File: src/logic/smc_defs.vh
`ifndef SMC_DEFS_VH
`define SMC_DEFS_VH

// ----------------------------------------------------------------------
// Configuration word layout
// ----------------------------------------------------------------------
`define SMC_CFG_W       15
`define SMC_CFG_DIV_LO  0
`define SMC_CFG_DIV_HI  7
`define SMC_CFG_LSB     8
`define SMC_CFG_CPOL    9
`define SMC_CFG_CPHA    10
`define SMC_CFG_AUTO    11
`define SMC_CFG_INTEN   12
`define SMC_CFG_NSL_LO  13
`define SMC_CFG_NSL_HI  14

// Three slaves, divisor of 16, mode 0, MSB first, manual select.
`define SMC_CFG_RST     15'h6010

// ----------------------------------------------------------------------
// Transfer and timing constants
// ----------------------------------------------------------------------
`define SMC_LEN_MAX     6'h20
`define SMC_WORD_ZERO   32'h0000_0000
`define SMC_CLK_KHZ     200000
`define SMC_MAX_KBPS    16000
`define SMC_MIN_HALF    ((`SMC_CLK_KHZ + 2 * `SMC_MAX_KBPS - 1) / (2 * `SMC_MAX_KBPS))
`define SMC_FIFO_DEPTH  16
`define SMC_FIFO_AW     4

`endif

File: src/logic/smc_fifo.v
module smc_fifo #(
    parameter WIDTH = 32,
    parameter DEPTH = 16,
    parameter AW    = 4
) (
    input  wire             sys_clk,
    input  wire             rst,
    input  wire             in_valid,
    output wire             in_ready,
    input  wire [WIDTH-1:0] in_data,
    output wire             out_valid,
    input  wire             out_ready,
    output wire [WIDTH-1:0] out_data
);

    reg [WIDTH-1:0] mem [0:DEPTH-1];
    reg [AW-1:0]    wr_ptr_reg;
    reg [AW-1:0]    rd_ptr_reg;
    reg [AW:0]      count_reg;
    reg             full_reg;
    reg             empty_reg;

    wire push = in_valid & ~full_reg;
    wire pop  = out_ready & ~empty_reg;
    wire [AW:0] count_next = count_reg + {{AW{1'b0}}, push}
                                       - {{AW{1'b0}}, pop};

    assign in_ready  = ~full_reg;
    assign out_valid = ~empty_reg;
    assign out_data  = mem[rd_ptr_reg];

    always @(posedge sys_clk) begin
        if (push) begin
            mem[wr_ptr_reg] <= in_data;
        end
    end

    // Full and empty are kept as flags so the ready and valid seen by
    // both sides come straight from flip-flops.
    always @(posedge sys_clk) begin
        if (rst) begin
            wr_ptr_reg <= {AW{1'b0}};
            rd_ptr_reg <= {AW{1'b0}};
            count_reg  <= {(AW+1){1'b0}};
            full_reg   <= 1'b0;
            empty_reg  <= 1'b1;
        end else begin
            if (push) begin
                wr_ptr_reg <= wr_ptr_reg + {{(AW-1){1'b0}}, 1'b1};
            end
            if (pop) begin
                rd_ptr_reg <= rd_ptr_reg + {{(AW-1){1'b0}}, 1'b1};
            end
            count_reg <= count_next;
            full_reg  <= (count_next == DEPTH[AW:0]);
            empty_reg <= (count_next == {(AW+1){1'b0}});
        end
    end

endmodule // smc_fifo

File: src/logic/smc_top.v
// Summary of operation
// - At most first select plus one of second or third; never both.
// - Each transfer moves 1 to 32 bits, chosen at start.
// - Configuration picks LSB-first or MSB-first for both data lines.
// - Full duplex: word shifted out while equal-length word shifts in.
// - Bit clock divides system clock; rate capped at 16 Mbps.
// - With enable set, a pulse is raised at each completed transfer.
// - Polarity and phase select four clock modes.
// - Automatic selection asserts selects only during a transfer.
// - Manual selection asserts at once and holds across transfers.
// - Received word is right-justified in a 32-bit value.
// - Busy flag shows a transfer in progress.
// - Zero choice or stop command deasserts every select line.
// - Continuous mode waits until the received word is read.
// - Continuous mode starts the next transfer after that read.
// - Disabling continuous mode allows exactly one more transfer.
// - Configuration holds slaves, divisor, order, polarity, phase, etc.
// - Configuration is readable and can be written back unchanged.
`include "smc_defs.vh"

module smc_top (
    input  wire                    sys_clk,
    input  wire                    rst,
    input  wire                    cfg_wr,
    input  wire [`SMC_CFG_W-1:0]   cfg_wdata,
    output wire [`SMC_CFG_W-1:0]   cfg_rdata,
    input  wire                    sel_wr,
    input  wire [2:0]              sel_data,
    input  wire                    stop,
    input  wire                    start,
    input  wire                    cont_on,
    input  wire                    cont_off,
    input  wire [5:0]              xfer_len,
    input  wire [31:0]             tx_data,
    output wire                    busy,
    output wire                    cont_run,
    output wire                    xfer_irq,
    output wire [31:0]             rx_data,
    output wire                    rx_valid,
    input  wire                    rx_ready,
    output wire                    sclk,
    output wire                    mosi,
    input  wire                    miso,
    output wire                    slave_select_first_n,
    output wire                    slave_select_second_n,
    output wire                    slave_select_third_n
);

    // ------------------------------------------------------------------
    // States and constants
    // ------------------------------------------------------------------
    localparam [1:0] ST_IDLE  = 2'b00;
    localparam [1:0] ST_RUN   = 2'b01;
    localparam [1:0] ST_STORE = 2'b10;
    localparam integer MIN_HALF = `SMC_MIN_HALF;

    // ------------------------------------------------------------------
    // Functions
    // ------------------------------------------------------------------
    function [5:0] fix_len;
        input [5:0] len;
        begin
            if (len == 6'h00 || len > `SMC_LEN_MAX) begin
                fix_len = `SMC_LEN_MAX;
            end else begin
                fix_len = len;
            end
        end
    endfunction

    function [31:0] align_tx;
        input [31:0] data;
        input [5:0]  len;
        input        lsb;
        begin
            if (lsb) begin
                align_tx = data;
            end else begin
                align_tx = data << (`SMC_LEN_MAX - len);
            end
        end
    endfunction

    function cur_bit;
        input [31:0] sh;
        input        lsb;
        begin
            cur_bit = lsb ? sh[0] : sh[31];
        end
    endfunction

    function [31:0] shift_tx;
        input [31:0] sh;
        input        lsb;
        begin
            shift_tx = lsb ? {1'b0, sh[31:1]} : {sh[30:0], 1'b0};
        end
    endfunction

    function [31:0] shift_rx;
        input [31:0] sh;
        input        bit_in;
        input        lsb;
        begin
            shift_rx = lsb ? {bit_in, sh[31:1]} : {sh[30:0], bit_in};
        end
    endfunction

    function [31:0] justify;
        input [31:0] sh;
        input [5:0]  len;
        input        lsb;
        begin
            if (lsb) begin
                justify = sh >> (`SMC_LEN_MAX - len);
            end else begin
                justify = sh;
            end
        end
    endfunction

    // Drops the third line when the second is also chosen, and any line
    // beyond the configured number of slaves.
    function [2:0] legal_sel;
        input [2:0] sel;
        input [1:0] nsl;
        reg   [2:0] s;
        begin
            s = sel;
            if (s[1] && s[2]) begin
                s[2] = 1'b0;
            end
            legal_sel = s & {(nsl > 2'd2), (nsl > 2'd1), (nsl > 2'd0)};
        end
    endfunction

    // ------------------------------------------------------------------
    // Registers
    // ------------------------------------------------------------------
    reg [`SMC_CFG_W-1:0] cfg_reg;
    reg [1:0]            state_reg;
    reg [7:0]            half_reg;
    reg [6:0]            edge_reg;
    reg [5:0]            len_reg;
    reg [5:0]            cont_len_reg;
    reg [31:0]           tx_sh_reg;
    reg [31:0]           rx_sh_reg;
    reg                  sclk_reg;
    reg                  mosi_reg;
    reg                  busy_reg;
    reg                  irq_reg;
    reg                  cont_act_reg;
    reg                  cont_last_reg;
    reg [2:0]            sel_reg;
    reg [2:0]            ss_n_reg;
    reg                  miso_meta_reg;
    reg                  miso_sync_reg;

    // ------------------------------------------------------------------
    // Configuration fields
    // ------------------------------------------------------------------
    wire [7:0] cfg_div  = cfg_reg[`SMC_CFG_DIV_HI:`SMC_CFG_DIV_LO];
    wire       cfg_lsb  = cfg_reg[`SMC_CFG_LSB];
    wire       cfg_cpol = cfg_reg[`SMC_CFG_CPOL];
    wire       cfg_cpha = cfg_reg[`SMC_CFG_CPHA];
    wire       cfg_auto = cfg_reg[`SMC_CFG_AUTO];
    wire       cfg_inte = cfg_reg[`SMC_CFG_INTEN];
    wire [1:0] cfg_nsl  = cfg_reg[`SMC_CFG_NSL_HI:`SMC_CFG_NSL_LO];

    // Divisors below the rate limit are raised to it, so the bit rate
    // never exceeds the ceiling whatever software programs.
    wire [7:0] half_load = ((cfg_div < MIN_HALF[7:0]) ? MIN_HALF[7:0]
                            : cfg_div) - 8'h01;

    // ------------------------------------------------------------------
    // Start decision
    // ------------------------------------------------------------------
    wire       fifo_in_ready;
    wire       fifo_out_valid;
    wire       idle     = (state_reg == ST_IDLE);
    wire       cont_go  = cont_act_reg & ~fifo_out_valid;
    wire       go       = idle & ~stop & (start | cont_on | cont_go);
    wire [5:0] go_len   = (start | cont_on) ? fix_len(xfer_len)
                                            : cont_len_reg;
    wire [31:0] go_word = align_tx(tx_data, go_len, cfg_lsb);

    wire [6:0] total_edges = {len_reg, 1'b0};
    wire [6:0] edge_inc    = edge_reg + 7'h01;
    wire       tick        = (state_reg == ST_RUN) && (half_reg == 8'h00);
    wire       lead        = ~edge_reg[0];
    wire       samp_edge   = lead ^ cfg_cpha;
    wire       last_edge   = (edge_inc == total_edges);
    wire       push        = (state_reg == ST_STORE) & fifo_in_ready;

    // ------------------------------------------------------------------
    // Input synchroniser
    // ------------------------------------------------------------------
    always @(posedge sys_clk) begin
        if (rst) begin
            miso_meta_reg <= 1'b0;
            miso_sync_reg <= 1'b0;
        end else begin
            miso_meta_reg <= miso;
            miso_sync_reg <= miso_meta_reg;
        end
    end

    // ------------------------------------------------------------------
    // Configuration and selection
    // ------------------------------------------------------------------
    always @(posedge sys_clk) begin
        if (rst) begin
            cfg_reg <= `SMC_CFG_RST;
        end else if (cfg_wr) begin
            cfg_reg <= cfg_wdata;
        end
    end

    always @(posedge sys_clk) begin
        if (rst) begin
            sel_reg  <= 3'h0;
            ss_n_reg <= 3'h7;
        end else begin
            if (stop) begin
                sel_reg <= 3'h0;
            end else if (sel_wr) begin
                sel_reg <= legal_sel(sel_data, cfg_nsl);
            end
            if (cfg_auto) begin
                ss_n_reg <= ~(legal_sel(sel_reg, cfg_nsl)
                              & {3{~idle}});
            end else begin
                ss_n_reg <= ~legal_sel(sel_reg, cfg_nsl);
            end
        end
    end

    // ------------------------------------------------------------------
    // Continuous mode control
    // ------------------------------------------------------------------
    // A disable only arms the last transfer; the run ends as that
    // transfer is launched, so exactly one more word follows.
    always @(posedge sys_clk) begin
        if (rst) begin
            cont_act_reg  <= 1'b0;
            cont_last_reg <= 1'b0;
            cont_len_reg  <= `SMC_LEN_MAX;
        end else if (stop) begin
            cont_act_reg  <= 1'b0;
            cont_last_reg <= 1'b0;
        end else if (cont_on) begin
            cont_act_reg  <= 1'b1;
            cont_last_reg <= 1'b0;
            cont_len_reg  <= fix_len(xfer_len);
        end else if (go && cont_go && !start && cont_last_reg) begin
            cont_act_reg  <= 1'b0;
            cont_last_reg <= 1'b0;
        end else if (cont_off && cont_act_reg) begin
            cont_last_reg <= 1'b1;
        end
    end

    // ------------------------------------------------------------------
    // Shift engine
    // ------------------------------------------------------------------
    always @(posedge sys_clk) begin
        if (rst) begin
            state_reg <= ST_IDLE;
            half_reg  <= 8'h00;
            edge_reg  <= 7'h00;
            len_reg   <= `SMC_LEN_MAX;
            tx_sh_reg <= `SMC_WORD_ZERO;
            rx_sh_reg <= `SMC_WORD_ZERO;
            sclk_reg  <= 1'b0;
            mosi_reg  <= 1'b0;
            busy_reg  <= 1'b0;
            irq_reg   <= 1'b0;
        end else begin
            irq_reg <= 1'b0;
            case (state_reg)
                ST_IDLE: begin
                    sclk_reg <= cfg_cpol;
                    if (go) begin
                        state_reg <= ST_RUN;
                        busy_reg  <= 1'b1;
                        half_reg  <= half_load;
                        edge_reg  <= 7'h00;
                        len_reg   <= go_len;
                        rx_sh_reg <= `SMC_WORD_ZERO;
                        // Phase 0 needs the first bit valid before the
                        // first edge; phase 1 drives it on that edge.
                        if (!cfg_cpha) begin
                            mosi_reg  <= cur_bit(go_word, cfg_lsb);
                            tx_sh_reg <= shift_tx(go_word, cfg_lsb);
                        end else begin
                            tx_sh_reg <= go_word;
                        end
                    end
                end
                ST_RUN: begin
                    if (!tick) begin
                        half_reg <= half_reg - 8'h01;
                    end else begin
                        half_reg <= half_load;
                        sclk_reg <= ~sclk_reg;
                        edge_reg <= edge_inc;
                        if (samp_edge) begin
                            rx_sh_reg <= shift_rx(rx_sh_reg, miso_sync_reg,
                                                  cfg_lsb);
                        end else if (!last_edge) begin
                            mosi_reg  <= cur_bit(tx_sh_reg, cfg_lsb);
                            tx_sh_reg <= shift_tx(tx_sh_reg, cfg_lsb);
                        end
                        if (last_edge) begin
                            state_reg <= ST_STORE;
                        end
                    end
                end
                ST_STORE: begin
                    // A full receive buffer stalls here with busy held.
                    if (fifo_in_ready) begin
                        state_reg <= ST_IDLE;
                        busy_reg  <= 1'b0;
                        irq_reg   <= cfg_inte;
                    end
                end
                default: begin
                    state_reg <= ST_IDLE;
                    busy_reg  <= 1'b0;
                end
            endcase
        end
    end

    // ------------------------------------------------------------------
    // Receive buffer
    // ------------------------------------------------------------------
    smc_fifo #(
        .WIDTH (32),
        .DEPTH (`SMC_FIFO_DEPTH),
        .AW    (`SMC_FIFO_AW)
    ) u_rx_fifo (
        .sys_clk   (sys_clk),
        .rst       (rst),
        .in_valid  (push),
        .in_ready  (fifo_in_ready),
        .in_data   (justify(rx_sh_reg, len_reg, cfg_lsb)),
        .out_valid (fifo_out_valid),
        .out_ready (rx_ready),
        .out_data  (rx_data)
    );

    // ------------------------------------------------------------------
    // Outputs
    // ------------------------------------------------------------------
    assign cfg_rdata             = cfg_reg;
    assign busy                  = busy_reg;
    assign cont_run              = cont_act_reg;
    assign xfer_irq              = irq_reg;
    assign rx_valid              = fifo_out_valid;
    assign sclk                  = sclk_reg;
    assign mosi                  = mosi_reg;
    assign slave_select_first_n  = ss_n_reg[0];
    assign slave_select_second_n = ss_n_reg[1];
    assign slave_select_third_n  = ss_n_reg[2];

endmodule // smc_top

File: config.mk
export PLATFORM = sky130hd
export DESIGN_NAME = smc_top
export DESIGN_NICKNAME = d
export VERILOG_FILES = /design/src/logic/smc_fifo.v /design/src/logic/smc_top.v
export VERILOG_INCLUDE_DIRS = /design/src /design/src/logic
export SDC_FILE = /design/constraint.sdc
export NUM_CORES = 1
export LEC_CHECK = 0
export BUFFER_PORTS_ARGS = -buffer_cell sky130_fd_sc_hd__clkbuf_2
export CORE_MARGIN = 2
export CORE_UTILIZATION = 30
export DETAILED_ROUTE_END_ITERATION = 6
export PLACE_DENSITY = 0.43
export SYNTH_ARGS = -nofsm -noshare
export SYNTH_HDL_FRONTEND = slang
export SYNTH_HIERARCHICAL = 1
export SYNTH_SLANG_ARGS = --single-unit
File: constraint.sdc
create_clock -name sys_clk -period 6.59 [get_ports sys_clk]
set_input_delay 1.318 -clock sys_clk [delete_from_list [all_inputs] [get_ports sys_clk]]
set_output_delay 1.318 -clock sys_clk [all_outputs]
set_load 0.005 [all_outputs]
==> metrics.txt, run 1 <==
# Max-Cap Violations 0; GR Overflow Total 0; Clock Skews ~0.03 ns; Leak 11.1 nW; Core Area between 0.1 and 0.15 mm^2; Seq/Total Area, Yosys between 50 and 60%; fraction of registers with async set/reset 0%; 1st-pass router iterations 5; CTS clk-pin slew, worst paths 0.06 ns; drt via density 5.31; DRT Wirelength between 90000 and 100000 um; CP required 7.13 ns; post-place instance area approximately 0.033 mm^2; Setup CP Type primary input to flop; startpoint class of the critical path primary input; RSZ-0062 raised after global routing no; H-Tree Level Count 3; Crit Reg-Reg Endpoint u_rx_fifo/mem[15][5]; clk_lat worst skew about 0.64 ns; fin area approximately 0.036 mm^2; gpl congestion ~0.86; cell count after synthesis approximately 2.3k; FF+latch count, synth 653; Hold Path Depth 1; fillers ~10k; # hold bufs at CTS 0; max FFs per register approximately 510; layout cell share with drive strength beyond 1 a little over a fifth; GRT Util Overall about 17%; Hold Crit Start sel_reg[1]; prevailing post-synth register cell edfxtp_1; diode count 0; Die Ht around 320 um; run status complete, no violations; post-CTS setup buffers 0; cts bufs inserted 75; IO buf count 121; drt drc 0; Synth area leader edfxtp_1; Initial DRC Count roughly 1.7k; Sink Count between 600 and 700; worst reg2reg setup slack approximately 1.9 ns; largest net degree at the start of global routing between 60 and 70; vias just over 20k; Root Driver clkbuf_16; Layout Nets ~2.5k; synth top area cells edfxtp_1, mux4_2, dfxtp_1, mux2i_1, a21oi_1; Reg2Reg Depth 10; fin crit period roughly 4.9 ns; Yosys cell types 82; post-synth net total roughly 2.4k; mapped cell area around 0.031 mm^2; initial antenna violation count 1; io pins about 120; final design utilization between 30% and 40%; setup violators final 0; WL/cell approximately 24 um; Layout area overhead 15.7%; Avg Cell Area, Syn about 13 um^2; crit end category flop; worst r2r src len_reg[0]; row count 117; TritonCTS clock tree built; WHS Endpoint ss_n_reg[1]; Setup TNS Final 0 ns; WP data arrival around 5.4 ns; max frequency roughly 0.21 GHz; CTS max path bufs 3; Post-synth EDFFs about 510; Final Hold Vio Count 0; first-pass GRT wire length roughly 140000 um; worst-margin pin slew ~1.4 ns; post-synth top area share between 40% and 50%; vias in the first global route 20.9k; Pins Over Slew Limit 0; ANT nets after route 0; Post-CTS Resized 0; Power Density approximately 290 mW/mm^2; Hold Slack 0.416 ns; Chip Width 325 um; Tcrit/Tclk final roughly three quarters; die footprint about 0.11 mm^2; YS warnings 6; worst rel slew slack between 7 and 8%; HPWL after detailed placement between 50000 and 60000 um; critical path fanouts, max 19; peak supply drop roughly 0.15 mV; Worst Hold Class flop to flop; Initial Utilization just over 30%
through the flow:
step / power (mW) / cells / setup WS, ns
global placement: 6.26 / 3689 / 1.28
global route: 10.8 / 3830 / 1.45
finish: 10.4 / 3830 / 1.73
floorplan: 5.78 / 2298 / 1.27
detailed placement: 6.27 / 3689 / 1.13
CTS: 10.6 / 3829 / 1.83
layer usage:
metal	global-route usage (%)	wire, um	vias to the layer above
li1	-	-	9198
met3	2.34	3700	172
met1	22.5	39600	10397
met2	29.5	46000	566
met5	0	0	-
met4	6.34	3180	0
critical path, stage by stage:
cell	delay (ns)
clkbuf_2	0.13
or2_1	0.38
and3_1	0.24
a21oi_1	0.20
ha_1	0.67
o221ai_1	0.44
xnor2_1	0.22
buf_4	0.22
nor2_1	0.50
nand2_1	0.32
o22ai_1	0.36
a22oi_1	0.11
a311oi_1	0.27
placed cells by master, fill, tap and decap left out, types with 36 or more instances in the layout:
master / netlist / routed
clkbuf_2: 0 / 120
nor2_1: 209 / 195
a21oi_1: 163 / 163
edfxtp_1: 512 / 512
mux4_2: 173 / 173
o21ai_0: 61 / 60
a22oi_1: 70 / 70
nand2_1: 199 / 199
inv_1: 36 / 36
nor3_1: 42 / 38
mux2i_1: 138 / 137
buf_4: 11 / 68
dfxtp_1: 141 / 137
clkbuf_16: 0 / 77
cell usage after synthesis (all sizes together), types with 5 or more instances:
library cell,count
a2111oi,5
a211oi,20
a21o,5
a21oi,163
a221oi,12
a22o,5
a22oi,70
a311oi,8
a31oi,15
a32o,7
and3,17
buf,59
clkbuf,105
dfxtp,141
edfxtp,512
ha,16
inv,38
mux2,26
mux2i,138
mux4,173
nand2,199
nand2b,18
nand3,34
nand4,12
nor2,209
nor2b,18
nor3,42
nor4,10
o2111ai,5
o211ai,13
o21ai,61
o221ai,12
o22ai,14
o2bb2ai,16
or4,5
xnor2,19
xor2,14
power breakdown:
group          total [mW]  leakage (nW)  internal, mW  switching, mW
combinational        1.60          4.67         0.642          0.954
sequential           4.57          5.25          4.47         0.0975
clock                4.24          1.23          2.50           1.74
how the worst max path moves through the flow:
stage,startpoint,end,slack [ns],cells after the start
global route,cont_on,tx_sh_reg[15],1.45,13
floorplan,cont_on,tx_sh_reg[21],1.27,17
CTS,cont_on,tx_sh_reg[15],1.83,13
detailed placement,cont_on,tx_sh_reg[25],1.13,14
global placement,cont_on,tx_sh_reg[15],1.28,13
finish,cont_on,tx_sh_reg[15],1.73,13
logic make-up after synthesis:
kind of cell / share of synthesized area [%]
xor+xnor: 0.999
fa+ha+maj: 0.714
simple gates: 8.40
mux: 18.1
buf+inv: 2.72
flops: 59.0
compound gates: 10.0
layout make-up:
cell class	instances	area, um^2	area share, %
Sequential cell	653	18200	51.1
Multi-Input combinational cell	1441	12000	33.5
Clock buffer	98	2070	5.80
Tap cell	1368	1710	4.80
Timing Repair Buffer	188	1110	3.12
Clock inverter	42	445	1.25
Inverter	40	150	0.421
Note: power is estimated with default switching activity, not from simulation.
==> run 2: changes to the inputs <==
==> constraint.sdc (replaced) <==
create_clock -name sys_clk -period 5.02 [get_ports sys_clk]
set_input_delay 1.004 -clock sys_clk [delete_from_list [all_inputs] [get_ports sys_clk]]
set_output_delay 1.004 -clock sys_clk [all_outputs]
set_load 0.005 [all_outputs]
==> run 2 against run 1 <==
Against the previous run: sequential power rose by 32%; flip-flop and latch count did not move; wire length rose by 2.3%; first-iteration DRC count fell by 1.8%; cell count rose by 0.65%; via count rose by 1.0%; die area did not move; clock power rose by 25%; setup slack got worse by 0.95 ns; power rose by 30%; clock skew fell by 0.0087 ns; hold slack improved by 0.0058 ns; critical endpoint is now tx_sh_reg[29].
==> metrics.txt, run 2 (synthesized netlist as in run 1, its figures left out) <==
Switching Share ~27%; Initial DRC Count around 1.7k; Setup CP Type primary input to flop; most common cell after layout, fill and taps aside edfxtp_1; Setup TNS Final 0 ns; Hold Path Depth 1; drt drc 0; Initial Utilization a little under a third; Critical-path top delay cell xnor2_4; H-Tree Level Count 3; WHS Endpoint ss_n_reg[0]; Leak 11.2 nW; vias about 21k; worst-margin pin slew 1.32 ns; row count between 100 and 150; RSZ-0062 raised after global routing no; GRT Util Overall 17.7%; final design utilization between 30% and 40%; worst r2r src len_reg[1]; Reg2Reg Depth 8; Tcrit/Tclk final roughly 84%; Clock Skews roughly 0.021 ns; startpoint class of the critical path primary input; 1st-pass router iterations 6; WP data arrival around 4.7 ns; Final Hold Vio Count 0; crit end category flop; max frequency 0.236 GHz; run status complete, no violations; worst rel slew slack approximately an eighth; Layout area overhead 16.2%; GR Overflow Total 0; post-CTS setup buffers 0; # hold bufs at CTS 0; CTS clk-pin slew, worst paths 0.05 ns; Root Driver clkbuf_16; layout cell share with drive strength beyond 1 approximately 23%; sw power between 3 and 4 mW; Hold Crit Start sel_reg[0]; Sink Count around 650; Crit Reg-Reg Endpoint u_rx_fifo/mem[4][28]; max FFs per register just over 500; Logic pwr share around 16%; Post-CTS Resized 0; # Max-Cap Violations 0; peak supply drop ~0.21 mV; largest net degree at the start of global routing between 50 and 60; io pins around 120; die footprint between 0.1 and 0.15 mm^2; ANT nets after route 0; Worst Hold Class flop to flop; most frequent cells in the layout edfxtp_1, nand2_1, nor2_1, mux4_2, a21oi_1; Layout Nets 2512; CTS max path bufs 3; internal power roughly 9.8 mW; Critical Path Max Stage Delay between 0.5 and 0.6 ns; HPWL after detailed placement 60400 um; first-pass GRT wire length 141000 um; Power Density between 300 and 400 mW/mm^2; clk_lat worst skew about 0.64 ns; critical path fanouts, max 19; CP required between 5 and 6 ns; worst reg2reg setup slack 0.99 ns; IO buf count between 100 and 150; setup violators final 0; DRT Wirelength 94600 um; Die Ht roughly 320 um; clock power share slightly below 40%; drt via density ~5.3; TritonCTS clock tree built; gpl congestion between 0.8 and 0.9; initial antenna violation count 0; crit path from cont_on; sequential power share 44.7%; fin crit period approximately 4.2 ns; WL/cell about 25 um; Chip Width approximately 320 um; cts bufs inserted 76; vias in the first global route about 21k; Core Area around 0.1 mm^2; Pins Over Slew Limit 0; crit-path cells clkbuf_2 -> or2_1 -> mux2_2 -> inv_2 -> ha_1 -> buf_4 -> xnor2_4 -> mux2_2 -> mux4_2 -> o21ai_0 -> o21ai_0 -> o2111ai_1 -> o32ai_1
==> run 2: critical path, delay by kind of cell <==
family                     cells  cell delay [ns]
AOI/OAI and AO/OA              4             0.98
xor gates and xnor gates       1             0.55
adders and majority gates      1             0.16
buffers and inverters          3             0.38
muxes                          3             1.25
and+or+nand+nor                1             0.39
==> run 2: area by class of cell <==
type / instances / area, um^2
flip-flops and latches: 653 / 18200
diodes: 1 / 2.50
multi-input cells: 1441 / 11900
clock inverters: 38 / 342
fillers: 9977 / 66100
inverters: 40 / 150
repair buffers: 217 / 1420
clock buffers: 97 / 2040
well taps: 1368 / 1710
==> run 2: per-stage QoR <==
stage	power, mW	hold WS [ns]	setup slack, ns	std cells	area (um^2)
6_report	13.5	0.422	0.779	3855	35800
5_1_grt	14.1	0.455	0.520	3854	35800
4_1_cts	13.7	0.422	0.834	3854	35800
3_5_place_dp	8.30	0.401	0.163	3719	33400
3_3_place_gp	8.29	0.409	0.244	3719	33400
2_1_floorplan	7.59	0.377	0.0131	2298	30800
==> run 2: metal layers <==
layer	track usage [%]	vias up	routed length (um)
met5	0	-	0
met4	5.92	0	2800
met3	2.62	165	4100
met2	29.8	581	46100
met1	23.5	10542	41500
li1	-	9252	-
==> run 2: worst max-delay path by stage <==
stage                          to  depth (start not counted)
floorplan           tx_sh_reg[21]                         17
global placement    tx_sh_reg[29]                         13
detailed placement  tx_sh_reg[29]                         13
CTS                 tx_sh_reg[29]                         13
global route        tx_sh_reg[28]                         13
finish              tx_sh_reg[29]                         13
==> run 2: power groups by stage <==
| stage | logic, mW | registers (mW) | clock network (mW) |
|---|---|---|---|
| 5_1_grt | 2.34 | 6.04 | 5.67 |
| 3_5_place_dp | 2.15 | 6.14 | 0 |
| 6_report | 2.14 | 6.03 | 5.31 |
| 3_3_place_gp | 2.15 | 6.14 | 0 |
| 2_1_floorplan | 1.56 | 6.03 | 0 |
| 4_1_cts | 2.16 | 6.03 | 5.48 |
==> run 3: changes to the inputs <==
--- a/config.mk
+++ b/config.mk
@@ -6,11 +6,12 @@
 export SDC_FILE = /design/constraint.sdc
 export NUM_CORES = 1
 export LEC_CHECK = 0
+export ABC_AREA = 1
 export BUFFER_PORTS_ARGS = -buffer_cell sky130_fd_sc_hd__clkbuf_2
 export CORE_MARGIN = 2
 export CORE_UTILIZATION = 30
 export DETAILED_ROUTE_END_ITERATION = 6
-export PLACE_DENSITY = 0.43
+export PLACE_DENSITY = 0.44
 export SYNTH_ARGS = -nofsm -noshare
 export SYNTH_HDL_FRONTEND = slang
 export SYNTH_HIERARCHICAL = 1
==> constraint.sdc (replaced) <==
create_clock -name sys_clk -period 3.8 [get_ports sys_clk]
set_input_delay 0.76 -clock sys_clk [delete_from_list [all_inputs] [get_ports sys_clk]]
set_output_delay 0.76 -clock sys_clk [all_outputs]
set_load 0.005 [all_outputs]
==> run 3 against run 2 <==
Against the previous run: power increased by 64%; final area increased by 6.8%; sequential power increased by 41%; critical path depth decreased by 3; non-clock buffer count increased by 1; synthesized cell count increased by 76%; die area increased by 7.9%; clock power increased by 39%; combinational power increased to 2.9 times the previous value; wire length increased by 8.4%; hold slack got worse by 0.10 ns; flip-flop and latch count unchanged; critical path type is now flop to flop.
==> metrics.txt, run 3 <==
clk_lat worst skew 0.65 ns; Clock Skews 0.0247 ns; io pins roughly 120; Initial DRC Count between 1.5k and 2k; Die Ht 337 um; post-CTS setup buffers 0; WL/cell ~18 um; vias 26.6k; Synth area leader edfxtp_1; most frequent cells in the layout nand2_1, nand3_1, inv_1, edfxtp_1, a21oi_1; run status complete, no violations; Layout Nets 4197; Layout area overhead 14.9%; Yosys cell types 47; Critical Path Max Stage Delay 1.13 ns; peak supply drop ~0.3 mV; vias in the first global route 25.3k; Chip Width 337 um; crit end category flop; first-pass GRT wire length between 150000 and 200000 um; Power Density 578 mW/mm^2; Final Hold Vio Count 0; WP data arrival about 3.7 ns; fillers around 11k; gpl congestion 0.863; Hold Path Depth 3; prevailing post-synth register cell edfxtp_1; worst-margin pin slew roughly 1.3 ns; drt via density 4.70; Hold Slack between 0.3 and 0.4 ns; final design utilization approximately 35%; Pins Over Slew Limit 0; Avg Cell Area, Syn 8.24 um^2; Post-synth top cells nand2_1, nand3_1, inv_1; Inst Count DP ~5.5k; Crit Reg-Reg Endpoint u_rx_fifo/mem[5][7]; row count between 100 and 150; cell count after synthesis ~4.0k; fin crit period 3.45 ns; Setup CP Type flop to flop; 1st-pass router iterations 6; Hold Crit Start miso; Post-synth EDFFs between 500 and 600; DRT Wirelength approximately 100000 um; setup violators final 0; post-synth top area share ~46%; worst r2r src len_reg[1]; layout cell share with drive strength beyond 1 9.12%; startpoint class of the critical path flop; Worst Hold Class primary input to flop; Reg area roughly 0.018 mm^2; count leader, synth nand2_1; Root Driver clkbuf_16; max FFs per register just over 500; cts bufs inserted 79; H-Tree Level Count 3; worst reg2reg setup slack about 0.35 ns; CTS clk-pin slew, worst paths around 0.060 ns; initial antenna violation count 0; fraction of registers with async set/reset 0%; die footprint approximately 0.11 mm^2; post-synth net total approximately 4.1k; mapped cell area between 0.03 and 0.04 mm^2; drt drc 0; Critical-path top delay cell o211ai_1; Reg2Reg Depth 10; # Max-Cap Violations 0; largest net degree at the start of global routing 129; Leak roughly 17 nW; CP required just over 4 ns; # hold bufs at CTS 0; TritonCTS clock tree built; ANT nets after route 0; critical path fanouts, max 16; YS warnings 6; FF+latch count, synth ~650; Sink Count roughly 650; IO buf count 121; worst rel slew slack approximately 10%; max frequency just under 0.3 GHz; Post-CTS Resized 0; RSZ-0062 raised after global routing no; Setup TNS Final 0 ns; synth top area cells edfxtp_1, nand2_1, nand3_1, dfxtp_1, inv_1; diode count 0; fin area 0.0383 mm^2; WHS Endpoint miso_meta_reg; Core Area 0.110 mm^2; CTS max path bufs 3; Seq/Total Area, Yosys between 50% and 60%; GRT Util Overall between 10% and 20%; Initial Utilization between 30% and 40%; crit-path cells inv_1 -> ha_1 -> inv_1 -> buf_4 -> mux2i_1 -> nand2_1 -> nand2_1 -> nor2_1 -> a31oi_1 -> o211ai_1; most common cell after layout, fill and taps aside nand2_1; HPWL after detailed placement 59600 um; post-place instance area roughly 0.036 mm^2; GR Overflow Total 0; area of the multi-input gates about 0.012 mm^2; non-filler instance count after layout approximately 5.7k; Tcrit/Tclk final 90.7%
run 3: how the worst max path moves through the flow:
stage | from | end | slack (ns)
4_1_cts | flop | rx_data[5] | 0.37
3_5_place_dp | cont_on | tx_sh_reg[5] | 0.28
6_report | len_reg[1] | u_rx_fifo/mem[5][7] | 0.35
3_3_place_gp | cont_on | tx_sh_reg[6] | 0.32
5_1_grt | len_reg[1] | u_rx_fifo/mem[4][7] | 0.06
2_1_floorplan | len_reg[0] | u_rx_fifo/mem[0][19] | 0.66
run 3: logic make-up after synthesis:
logic type	after synthesis	share of synthesized area, %
AOI/OAI and AO/OA	422	6.88
xor gates and xnor gates	15	0.440
adders and majority gates	17	0.661
buffers and inverters	804	10.2
DFF	653	54.6
muxes	22	0.661
and+or+nand+nor	2106	26.5
run 3: critical path, delay by kind of cell, from the launching register on:
family / cells / cell delay (ns)
simple gates: 3 / 0.24
mux: 1 / 0.10
flops: 1 / 0.41
buf+inv: 3 / 0.77
compound gates: 2 / 1.25
fa+ha+maj: 1 / 0.29
run 3: power breakdown:
group / total, mW / switching, mW / internal, mW
Combinational: 6.22 / 4.33 / 1.90
Sequential: 8.51 / 0.209 / 8.30
Clock: 7.39 / 3.11 / 4.28
Total: 22.1 / 7.64 / 14.5
run 3: metrics by stage:
step | power [mW] | setup WS, ns
final | 22.1 | 0.355
after detailed placement | 14.9 | 0.284
after global routing | 23.5 | 0.0588
after floorplan | 13.0 | 0.663
after global placement | 14.9 | 0.324
after CTS | 22.4 | 0.370
run 3: per-layer routing:
metal | vias up | GRT usage [%] | share of wire (%)
li1 | 13349 | - | -
met5 | - | 0 | 0
met2 | 582 | 29.5 | 46
met4 | 0 | 4.86 | 2.2
met1 | 12567 | 24.7 | 47
met3 | 136 | 2.60 | 4.6
run 3: final cells by class:
type / instances / area share (%)
Sequential cell: 653 / 47.6
Multi-Input combinational cell: 2582 / 30.9
Clock inverter: 44 / 1.04
Timing Repair Buffer: 218 / 4.34
Clock buffer: 100 / 5.51
Inverter: 580 / 5.72
Tap cell: 1488 / 4.87
